## config.mk

```make
export PLATFORM = sky130hd
export DESIGN_NAME = irs_endec
export DESIGN_NICKNAME = d
export VERILOG_FILES = /design/src/irs_pkg.sv /design/src/irs_endec.sv
export VERILOG_INCLUDE_DIRS = /design/src
export SDC_FILE = /design/constraint.sdc
export NUM_CORES = 1
export LEC_CHECK = 0
export BUFFER_PORTS_ARGS = -buffer_cell sky130_fd_sc_hd__clkbuf_2
export CORE_MARGIN = 1.5
export CORE_UTILIZATION = 49
export CTS_BUF_LIST = sky130_fd_sc_hd__clkbuf_4 sky130_fd_sc_hd__clkbuf_8
export DETAILED_ROUTE_END_ITERATION = 12
export GPL_ROUTABILITY_DRIVEN = 0
export PLACE_DENSITY = 0.81
export SYNTH_ARGS = -nofsm -noshare
export SYNTH_HDL_FRONTEND = slang
export SYNTH_SLANG_ARGS = --single-unit
```

## constraint.sdc

```tcl
create_clock -name aclk -period 1.7 [get_ports aclk]
set_input_delay 0.17 -clock aclk [delete_from_list [all_inputs] [get_ports aclk]]
set_output_delay 0.17 -clock aclk [all_outputs]
set_load 0.05 [all_outputs]
```

## src/irs_defs.svh

```systemverilog
// What this block does
// - Receive path has a six-bit divider on the system clock timing pulses
// - Pulses of legal width are accepted for system clocks of 5 to 50 MHz
// - Divider upper four bits come from the factor field, lower two are 3
// - Factor zero skips pulse qualification; receiver then decodes by edge detection
// - After the first bit every decoded bit is exactly 16 baud clocks wide
// - Loopback bit inverts the transmit output and feeds it to receive
// - External loopback works by transmitting with receive enabled
// - Control resets to zero; unused bits ignore writes and read zero
// - Receive enable clear ignores input; set routes decoded data to UART
// - Codec enable bit turns the encoder and decoder off or on
// - Zero bit sends 7 low, 3 high, 6 low clocks; one bit stays low
// - Full duplex: the encoder keeps transmitting while decoding is enabled
`ifndef IRS_DEFS_SVH
`define IRS_DEFS_SVH
`define IRS_CTL_IDX 10'h0bf
`define IRS_STAT_IDX 10'h0c0
`define IRS_CTL_RST 8'h00
`define IRS_CTL_MASK 8'hf7
`define IRS_DIV_LOW 2'b11
`define IRS_BIT_TICKS 5'h10
`define IRS_PULSE_FIRST 4'h7
`define IRS_PULSE_LAST 4'h9
`define IRS_OVF_BIT 3
`define IRS_RESP_OKAY 2'b00
`define IRS_RESP_SLVERR 2'b10
`endif

```

## src/irs_pkg.sv

```systemverilog
package irs_pkg;
    // Decoder states, Gray along idle, measure, qualified
    typedef enum logic [1:0] {
        IRS_IDLE = 2'b00,
        IRS_MEAS = 2'b01,
        IRS_QUAL = 2'b11
    } irs_dec_e;
    // Control register layout
    typedef struct packed {
        logic [3:0] div;
        logic rsvd;
        logic loop;
        logic rxen;
        logic en;
    } irs_ctl_s;
endpackage

```

## src/irs_endec.sv

```systemverilog
`timescale 1ns/1ps
`include "irs_defs.svh"
module irs_endec import irs_pkg::*; #(
    parameter int PW_W = 8
) (
    input wire logic aclk, // System clock
    input wire logic aresetn, // Sync reset, low
    input wire logic ce, // Clock enable
    input wire logic baud_tick, // 16x baud pulse
    input wire logic uart_txd, // UART transmit data
    output logic uart_rxd, // To UART receive
    input wire logic infrared_receive_in, // From transceiver
    output logic infrared_transmit_out, // To transceiver
    output logic pw_valid, // Pulse word valid
    output logic [PW_W-1:0] pw_data, // Pulse width
    input wire logic pw_ready, // Pulse word taken
    input wire logic [11:0] s_axi_awaddr, // Write address
    input wire logic s_axi_awvalid, // Write addr valid
    output logic s_axi_awready, // Write addr ready
    input wire logic [31:0] s_axi_wdata, // Write data
    input wire logic [3:0] s_axi_wstrb, // Byte strobes
    input wire logic s_axi_wvalid, // Write data valid
    output logic s_axi_wready, // Write data ready
    output logic [1:0] s_axi_bresp, // Write response
    output logic s_axi_bvalid, // Response valid
    input wire logic s_axi_bready, // Response ready
    input wire logic [11:0] s_axi_araddr, // Read address
    input wire logic s_axi_arvalid, // Read addr valid
    output logic s_axi_arready, // Read addr ready
    output logic [31:0] s_axi_rdata, // Read data
    output logic [1:0] s_axi_rresp, // Read response
    output logic s_axi_rvalid, // Read valid
    input wire logic s_axi_rready // Read ready
);
    if (PW_W < 2) begin : g_chk
        $error("PW_W must be at least 2");
    end

    // Word index of a byte address
    function automatic logic [9:0] word_idx(input logic [11:0] a);
        return a[11:2];
    endfunction

    // Register state
    irs_ctl_s ctl_q, ctl_d;
    logic ovf_q, ovf_d;
    logic aw_have_q, aw_have_d, w_have_q, w_have_d;
    logic [9:0] wr_idx_q, wr_idx_d;
    logic [7:0] wr_data_q, wr_data_d;
    logic wr_strb_q, wr_strb_d;
    logic bvalid_d, arready_d, rvalid_d;
    logic [1:0] bresp_d, rresp_d;
    logic [31:0] rdata_d;
    // Encoder state
    logic txd_prev_q, txd_prev_d, tx_bit_q, tx_bit_d;
    logic [3:0] phase_q, phase_d;
    logic tx_out_d;
    // Decoder state
    irs_dec_e st_q, st_d;
    logic [5:0] div_cnt_q, div_cnt_d;
    logic [PW_W-1:0] width_q, width_d;
    logic [4:0] hold_q, hold_d;
    logic rxd_d;
    logic push;
    logic [PW_W-1:0] push_word;
    // Buffer state
    logic tail_v_q, tail_v_d;
    logic [PW_W-1:0] tail_q, tail_d;
    logic head_v_d;
    logic [PW_W-1:0] head_d;

    // Shared terms
    logic active, rx_low, div_hit;
    logic [5:0] div_top;
    always_comb begin
        active = ctl_q.en && ctl_q.rxen;
        // Internal loopback: inverted transmit into receive
        rx_low = ctl_q.loop ? infrared_transmit_out
                            : !infrared_receive_in;
        div_top = {ctl_q.div, `IRS_DIV_LOW};
        div_hit = (div_cnt_q == div_top);
    end

    // Bus slave: takes address and data in either order
    always_comb begin
        aw_have_d = aw_have_q;
        w_have_d = w_have_q;
        wr_idx_d = wr_idx_q;
        wr_data_d = wr_data_q;
        wr_strb_d = wr_strb_q;
        bvalid_d = s_axi_bvalid;
        bresp_d = s_axi_bresp;
        ctl_d = ctl_q;
        ovf_d = ovf_q;
        if (s_axi_awvalid && s_axi_awready) begin
            aw_have_d = 1'b1;
            wr_idx_d = word_idx(s_axi_awaddr);
        end
        if (s_axi_wvalid && s_axi_wready) begin
            w_have_d = 1'b1;
            wr_data_d = s_axi_wdata[7:0];
            wr_strb_d = s_axi_wstrb[0];
        end
        if (s_axi_bvalid && s_axi_bready) begin
            bvalid_d = 1'b0;
        end
        if (aw_have_q && w_have_q && !s_axi_bvalid) begin
            aw_have_d = 1'b0;
            w_have_d = 1'b0;
            bvalid_d = 1'b1;
            bresp_d = `IRS_RESP_OKAY;
            if (wr_idx_q == `IRS_CTL_IDX) begin
                if (wr_strb_q) begin
                    ctl_d = wr_data_q & `IRS_CTL_MASK;
                end
            end else if (wr_idx_q == `IRS_STAT_IDX) begin
                if (wr_strb_q && wr_data_q[`IRS_OVF_BIT]) begin
                    ovf_d = 1'b0;
                end
            end else begin
                bresp_d = `IRS_RESP_SLVERR;
            end
        end
        // A refused pulse word sets overflow over any clear
        if (push && tail_v_q && !(pw_valid && pw_ready)) begin
            ovf_d = 1'b1;
        end
    end

    // Read channel
    always_comb begin
        arready_d = s_axi_arready;
        rvalid_d = s_axi_rvalid;
        rdata_d = s_axi_rdata;
        rresp_d = s_axi_rresp;
        if (s_axi_rvalid && s_axi_rready) begin
            rvalid_d = 1'b0;
            arready_d = 1'b1;
        end else if (!s_axi_rvalid) begin
            arready_d = 1'b1;
        end
        if (s_axi_arvalid && s_axi_arready) begin
            arready_d = 1'b0;
            rvalid_d = 1'b1;
            rresp_d = `IRS_RESP_OKAY;
            rdata_d = '0;
            if (word_idx(s_axi_araddr) == `IRS_CTL_IDX) begin
                rdata_d[7:0] = ctl_q;
            end else if (word_idx(s_axi_araddr) == `IRS_STAT_IDX) begin
                rdata_d[5:0] = {st_q, ovf_q, tx_bit_q,
                                infrared_transmit_out, uart_rxd};
            end else begin
                rresp_d = `IRS_RESP_SLVERR;
            end
        end
    end

    // Encoder: 16 ticks per bit, realigned on each TxD edge
    always_comb begin
        txd_prev_d = uart_txd;
        tx_bit_d = tx_bit_q;
        phase_d = phase_q;
        if (uart_txd != txd_prev_q) begin
            phase_d = '0;
            tx_bit_d = uart_txd;
        end else if (baud_tick) begin
            phase_d = phase_q + 4'h1;
        end
        // Zero bit: pulse high in ticks 7 to 9 only
        tx_out_d = ctl_q.en && !tx_bit_d
                   && phase_d >= `IRS_PULSE_FIRST
                   && phase_d <= `IRS_PULSE_LAST;
    end

    // Decoder: pulse width measured in divider periods
    always_comb begin
        st_d = st_q;
        div_cnt_d = div_cnt_q;
        width_d = width_q;
        hold_d = hold_q;
        push = 1'b0;
        push_word = width_q;
        if (baud_tick && hold_q != '0) begin
            hold_d = hold_q - 5'h01;
        end
        unique case (st_q)
            IRS_IDLE: begin
                div_cnt_d = '0;
                width_d = '0;
                if (rx_low && active) begin
                    if (ctl_q.div == '0) begin
                        st_d = IRS_QUAL;
                        hold_d = `IRS_BIT_TICKS;
                    end else begin
                        st_d = IRS_MEAS;
                    end
                end
            end
            IRS_MEAS: begin
                div_cnt_d = div_cnt_q + 6'h01;
                if (!rx_low) begin
                    st_d = IRS_IDLE;
                end else if (div_hit) begin
                    // Held for one divider period: legal pulse
                    st_d = IRS_QUAL;
                    div_cnt_d = '0;
                    width_d = {{(PW_W-1){1'b0}}, 1'b1};
                    hold_d = `IRS_BIT_TICKS;
                end
            end
            IRS_QUAL: begin
                div_cnt_d = div_hit ? 6'h00 : div_cnt_q + 6'h01;
                if (div_hit && !(&width_q)) begin
                    width_d = width_q + {{(PW_W-1){1'b0}}, 1'b1};
                end
                if (!rx_low) begin
                    st_d = IRS_IDLE;
                    push = 1'b1;
                end
            end
            default: begin
                st_d = IRS_IDLE;
            end
        endcase
        if (!active) begin
            st_d = IRS_IDLE;
            hold_d = '0;
            push = 1'b0;
        end
        rxd_d = (hold_d == '0);
    end

    // Two-entry pulse word buffer
    always_comb begin
        head_v_d = pw_valid;
        head_d = pw_data;
        tail_v_d = tail_v_q;
        tail_d = tail_q;
        if (pw_valid && pw_ready) begin
            head_v_d = tail_v_q;
            head_d = tail_q;
            tail_v_d = 1'b0;
        end
        // A pop in the same cycle frees the tail for the new word
        if (push && !tail_v_d) begin
            if (!head_v_d) begin
                head_v_d = 1'b1;
                head_d = push_word;
            end else begin
                tail_v_d = 1'b1;
                tail_d = push_word;
            end
        end
    end

    // All state registers
    always_ff @(posedge aclk) begin
        if (!aresetn) begin
            ctl_q <= `IRS_CTL_RST;
            ovf_q <= 1'b0;
            aw_have_q <= 1'b0;
            w_have_q <= 1'b0;
            wr_idx_q <= '0;
            wr_data_q <= '0;
            wr_strb_q <= 1'b0;
            s_axi_awready <= 1'b0;
            s_axi_wready <= 1'b0;
            s_axi_bvalid <= 1'b0;
            s_axi_bresp <= `IRS_RESP_OKAY;
            s_axi_arready <= 1'b0;
            s_axi_rvalid <= 1'b0;
            s_axi_rdata <= '0;
            s_axi_rresp <= `IRS_RESP_OKAY;
            txd_prev_q <= 1'b1;
            tx_bit_q <= 1'b1;
            phase_q <= '0;
            infrared_transmit_out <= 1'b0;
            st_q <= IRS_IDLE;
            div_cnt_q <= '0;
            width_q <= '0;
            hold_q <= '0;
            uart_rxd <= 1'b1;
            pw_valid <= 1'b0;
            pw_data <= '0;
            tail_v_q <= 1'b0;
            tail_q <= '0;
        end else if (ce) begin
            ctl_q <= ctl_d;
            ovf_q <= ovf_d;
            aw_have_q <= aw_have_d;
            w_have_q <= w_have_d;
            wr_idx_q <= wr_idx_d;
            wr_data_q <= wr_data_d;
            wr_strb_q <= wr_strb_d;
            s_axi_awready <= !aw_have_d && !bvalid_d;
            s_axi_wready <= !w_have_d && !bvalid_d;
            s_axi_bvalid <= bvalid_d;
            s_axi_bresp <= bresp_d;
            s_axi_arready <= arready_d;
            s_axi_rvalid <= rvalid_d;
            s_axi_rdata <= rdata_d;
            s_axi_rresp <= rresp_d;
            txd_prev_q <= txd_prev_d;
            tx_bit_q <= tx_bit_d;
            phase_q <= phase_d;
            infrared_transmit_out <= tx_out_d;
            st_q <= st_d;
            div_cnt_q <= div_cnt_d;
            width_q <= width_d;
            hold_q <= hold_d;
            uart_rxd <= rxd_d;
            pw_valid <= head_v_d;
            pw_data <= head_d;
            tail_v_q <= tail_v_d;
            tail_q <= tail_d;
        end
    end
endmodule

```

==> summary.md <==
The flow ran to the end, but the final reports show violations. The checks that failed: negative setup slack. For the all-layer global routing usage, the log shows 23.2%. The critical path goes through xor2_2 > nor3_4 > buf_6 > nand4_1 > or4_1 > a21oi_1. Of the available clock period, the critical path in the final layout requires 110%.

Final global-route overflow total: 0. The tools report the beginning of the worst register-to-register path as div_cnt_q[5]$_SDFFE_PN0P_. Summing the sequential cell areas from Yosys gives 39.0% of the chip area. The repair_antennas step left the layout with diodes totalling 0. Global routing consumed, on the met2 layer, 40.5% of the routing resources. The tools report the met1 track demand over resource as 28.3%.

The core region is 0.00924 mm2. The critical path capture point is push_word[3]$_SDFFE_PN0P_. The tools report the clock latency reported for the late side of the worst-skew pair as 0.37 ns. The most used flip-flop cell after synthesis is sky130_fd_sc_hd__dfxtp_1.

The total buffers and inverters traversed by the critical path is 1, and the number of pins exceeding their max-slew limit in the final report is 0. The synthesized design devotes to its leading area cell type 39.0% of total area. The arrival time at the worst endpoint came out at 2.16 ns. The most numerous cell in the Yosys netlist was sky130_fd_sc_hd__dfxtp_1.

The length of the first detailed-routing pass in iterations was 5. For this block, the initial DRC count from the detailed router was 275. After synthesis, the most frequently instantiated cells are sky130_fd_sc_hd__dfxtp_1 (91), sky130_fd_sc_hd__nand2_1 (71), sky130_fd_sc_hd__nor2_1 (49), sky130_fd_sc_hd__a21oi_1 (42), sky130_fd_sc_hd__buf_4 (26). In this run the remaining antenna-violating nets after routing total 0.

By area the synthesized netlist is led by sky130_fd_sc_hd__dfxtp_1 (39%), sky130_fd_sc_hd__nand2_1 (5.7%), sky130_fd_sc_hd__mux2i_1 (5.4%). The tools report the final count of negative-setup-slack endpoints as 12. The count of boundary I/O pins was 124. After detailed routing, the average wire length per cell comes to 15.6 um. The run gives 731 as the count of filler cells inserted in the layout.

In this run the deepest clock path goes through 2 buffers. The tools report the number of cell rows as 35. In the final layout, the share of cells above drive strength 1 is 33.6%.

For this design, the CTS-stage hold fixing added 0 buffers. The die is 101 um wide. Total placed instance area: 0.00549 mm2.

The total stage count of the critical path is 6, and the peak ir drop on the vdd network is 0.000519 V. The first element of the critical path is div_cnt_q[5]$_SDFFE_PN0P_. The logs give 763 for the final net count and 561 for the number of instances in the synthesized netlist.

Counting cells, the worst reg-to-reg path comes to 6. Averaged over all synthesized cells, the footprint is 8.33 um2. Broken down by cell family, the worst path's largest delay share belongs to simple AND/OR/NAND/NOR gates. The first global-routing pass estimated 19,000 um of wire.

The final layout contains routed wiring with a total length of 12,700 um. Global routing consumed, on the met3 layer, 4.37% of the routing resources. After routing the design area is 0.00603 mm2.

The cell area that synthesis handed to floorplanning was 0.00467 mm2. Synthesis inferred 91 register bits. The post-detailed-placement half-perimeter wirelength is 8740 um.

For this run, the number of Yosys warnings is 0. The area overhead of the layout relative to synthesis is 29.1%. The largest single stage delay on the critical path is 0.50 ns.

The worst hold margin was 0.0120 ns. The worst setup path is of the flop to flop kind. STA classifies the critical path endpoint as a flop. The clock arrives with 0.00946 ns of skew. STA puts the critical path data required time at 2.00 ns. The minimum clock period after layout is 1.86 ns, and the register-to-register path setup slack is -0.16 ns. Across all layers, the routed design uses 4,636 vias. The number of hold violations in the final report came out at 0. In this run the critical register-to-register path is captured at push_word[3]$_SDFFE_PN0P_.

Of all nets on the critical path, the largest fanout is 6. Critical path launch point type: a flop. In the synthesized netlist the async set-or-reset flop fraction comes to 0%.

Yosys mapped a number of flops with a built-in enable equal to 0. Overall power consumption after layout is estimated at 0.00409 W. Busiest layer in global routing: met2.

Yosys mapped the design onto 69 distinct sky130hd cell types. Static timing analysis puts the maximum clock frequency at 537 MHz. After clock tree synthesis, the clock-pin slew on the worst setup and hold paths is 0.10 ns. The H-tree was split into 3 levels. Setup repair after global routing could not meet its margin everywhere. The tools report the minimum setup slack in the final design as -0.163 ns.

Using the TritonRoute via totals, the vias-per-cell ratio works out to 5.67. TritonCTS built the clock tree. Clock tree synthesis selected as its root buffer the cell sky130_fd_sc_hd__clkbuf_8. Input and output buffers added on the ports amount to 66. The logs give 34 for the maximum number of pins on one net before global-route repair and 9 for the total CTS buffers. The initial utilization of the core area, before any placement, comes to 50.6%. The power per unit of standard cell area came out at 677 mW/mm2. In this run the worst hold path is classified as primary input to flop. The tools report the leakage power as 2.48 nW. Slowest stage cell on the critical path: sky130_fd_sc_hd__or4_1.

Max-cap violations in this run came to 0. For the number of antenna violations at the first check in global routing, the log shows 0. Cell type with the largest total area after synthesis: sky130_fd_sc_hd__dfxtp_1. The final routed DRC violation total was 0.

Full die area: 0.0101 mm2. The die is 101 um tall. The run gives 91 as the clock sink count. The tools report the via count of the first global-routing pass as 4,245.
## power breakdown
group          total (W)  internal, W  switching (W)
Clock            0.00145     0.000576       0.000873
Combinational   0.000457     0.000125       0.000331
Sequential       0.00218      0.00216      0.0000245
Total            0.00409      0.00286        0.00123
## cell usage in the layout (no fill, tap or decap), types with 10 or more instances in the layout
| cell type | n |
|---|---|
| sky130_fd_sc_hd__dfxtp_1 | 77 |
| sky130_fd_sc_hd__and3_1 | 10 |
| sky130_fd_sc_hd__a21oi_1 | 40 |
| sky130_fd_sc_hd__o21ai_1 | 12 |
| sky130_fd_sc_hd__nand4_1 | 13 |
| sky130_fd_sc_hd__nor2_1 | 44 |
| sky130_fd_sc_hd__dfxtp_2 | 11 |
| sky130_fd_sc_hd__conb_1 | 26 |
| sky130_fd_sc_hd__nand2_1 | 71 |
| sky130_fd_sc_hd__inv_1 | 21 |
| sky130_fd_sc_hd__nand3_1 | 11 |
| sky130_fd_sc_hd__buf_4 | 69 |
| sky130_fd_sc_hd__clkbuf_2 | 66 |
| sky130_fd_sc_hd__mux2i_1 | 25 |
## stage by stage
step / std cells / TNS [ns] / util [%] / setup WS, ns
finish: 817 / -0.699 / 65.3 / -0.163
global placement: 792 / -0.163 / 59.5 / -0.0645
CTS: 812 / -0.412 / 62.4 / -0.0956
floorplan: 586 / -0.0484 / - / -0.0484
detailed placement: 792 / -1.14 / 59.5 / -0.184
global route: 817 / -1.99 / 65.3 / -0.222
## flip-flops by register name, summed over array words and instances, names as in the netlist, 2 cells and up
register     flops
pw_data          8
push_word        8
hold_q           5
wr_data_q        8
wr_idx_q        10
tail_q           8
ctl_q            7
st_q             2
phase_q          4
s_axi_rdata      8
div_cnt_q        6
## how the worst min path moves through the flow
| stage | from | slack [ns] | cells after the start | endpoint |
|---|---|---|---|---|
| floorplan | uart_txd | 0.30 | 2 | txd_prev_q$_SDFFE_PN1P_ |
| global placement | s_axi_awaddr[4] | 0.39 | 3 | wr_idx_q[2]$_SDFFE_PN0P_ |
| detailed placement | s_axi_awaddr[7] | 0.40 | 3 | wr_idx_q[5]$_SDFFE_PN0P_ |
| CTS | s_axi_awaddr[7] | 0.006 | 3 | wr_idx_q[5]$_SDFFE_PN0P_ |
| global route | s_axi_awaddr[7] | 0.006 | 3 | wr_idx_q[5]$_SDFFE_PN0P_ |
| finish | s_axi_awaddr[7] | 0.01 | 3 | wr_idx_q[5]$_SDFFE_PN0P_ |
## cell families (layout without fill, tap and decap cells)
| group | Yosys count | count (layout) | synth area share (%) |
|---|---|---|---|
| xor+xnor | 15 | 15 | 2.97 |
| flops | 91 | 91 | 39.0 |
| mux | 26 | 26 | 5.59 |
| other cells | 1 | 26 | 0.0802 |
| buf+inv | 80 | 182 | 8.81 |
| simple gates | 210 | 210 | 22.4 |
| compound gates | 129 | 129 | 18.8 |
| fa+ha+maj | 9 | 9 | 2.36 |
## metal layers
metal	part of all wire, %	up-vias
met5	0	-
met4	2.3	0
met3	7.1	40
met2	50	228
met1	40	2186
li1	-	2182
## area by class of cell
class | instances | area (um2) | share of cell area [%]
well taps | 129 | 161 | 2.67
clock inverters | 7 | 70.1 | 1.16
repair buffers | 142 | 945 | 15.7
inverters | 24 | 92.6 | 1.53
clock buffers | 9 | 124 | 2.05
multi-input cells | 415 | 2800 | 46.3
flip-flops and latches | 91 | 1850 | 30.6
## worst min-delay path, cell delays in order
cell,delay (ns)
sky130_fd_sc_hd__clkbuf_2,0.08
sky130_fd_sc_hd__nand2_1,0.04
sky130_fd_sc_hd__a21oi_1,0.05
## repair_timing
item | 4_1_cts | 5_1_grt
gates resized for setup | 13 | 54
endpoints found under the setup margin | 25 | 35
pin swaps | 9 | 20
setup buffers | 4 | 5
(Power assumes the default switching activity.)
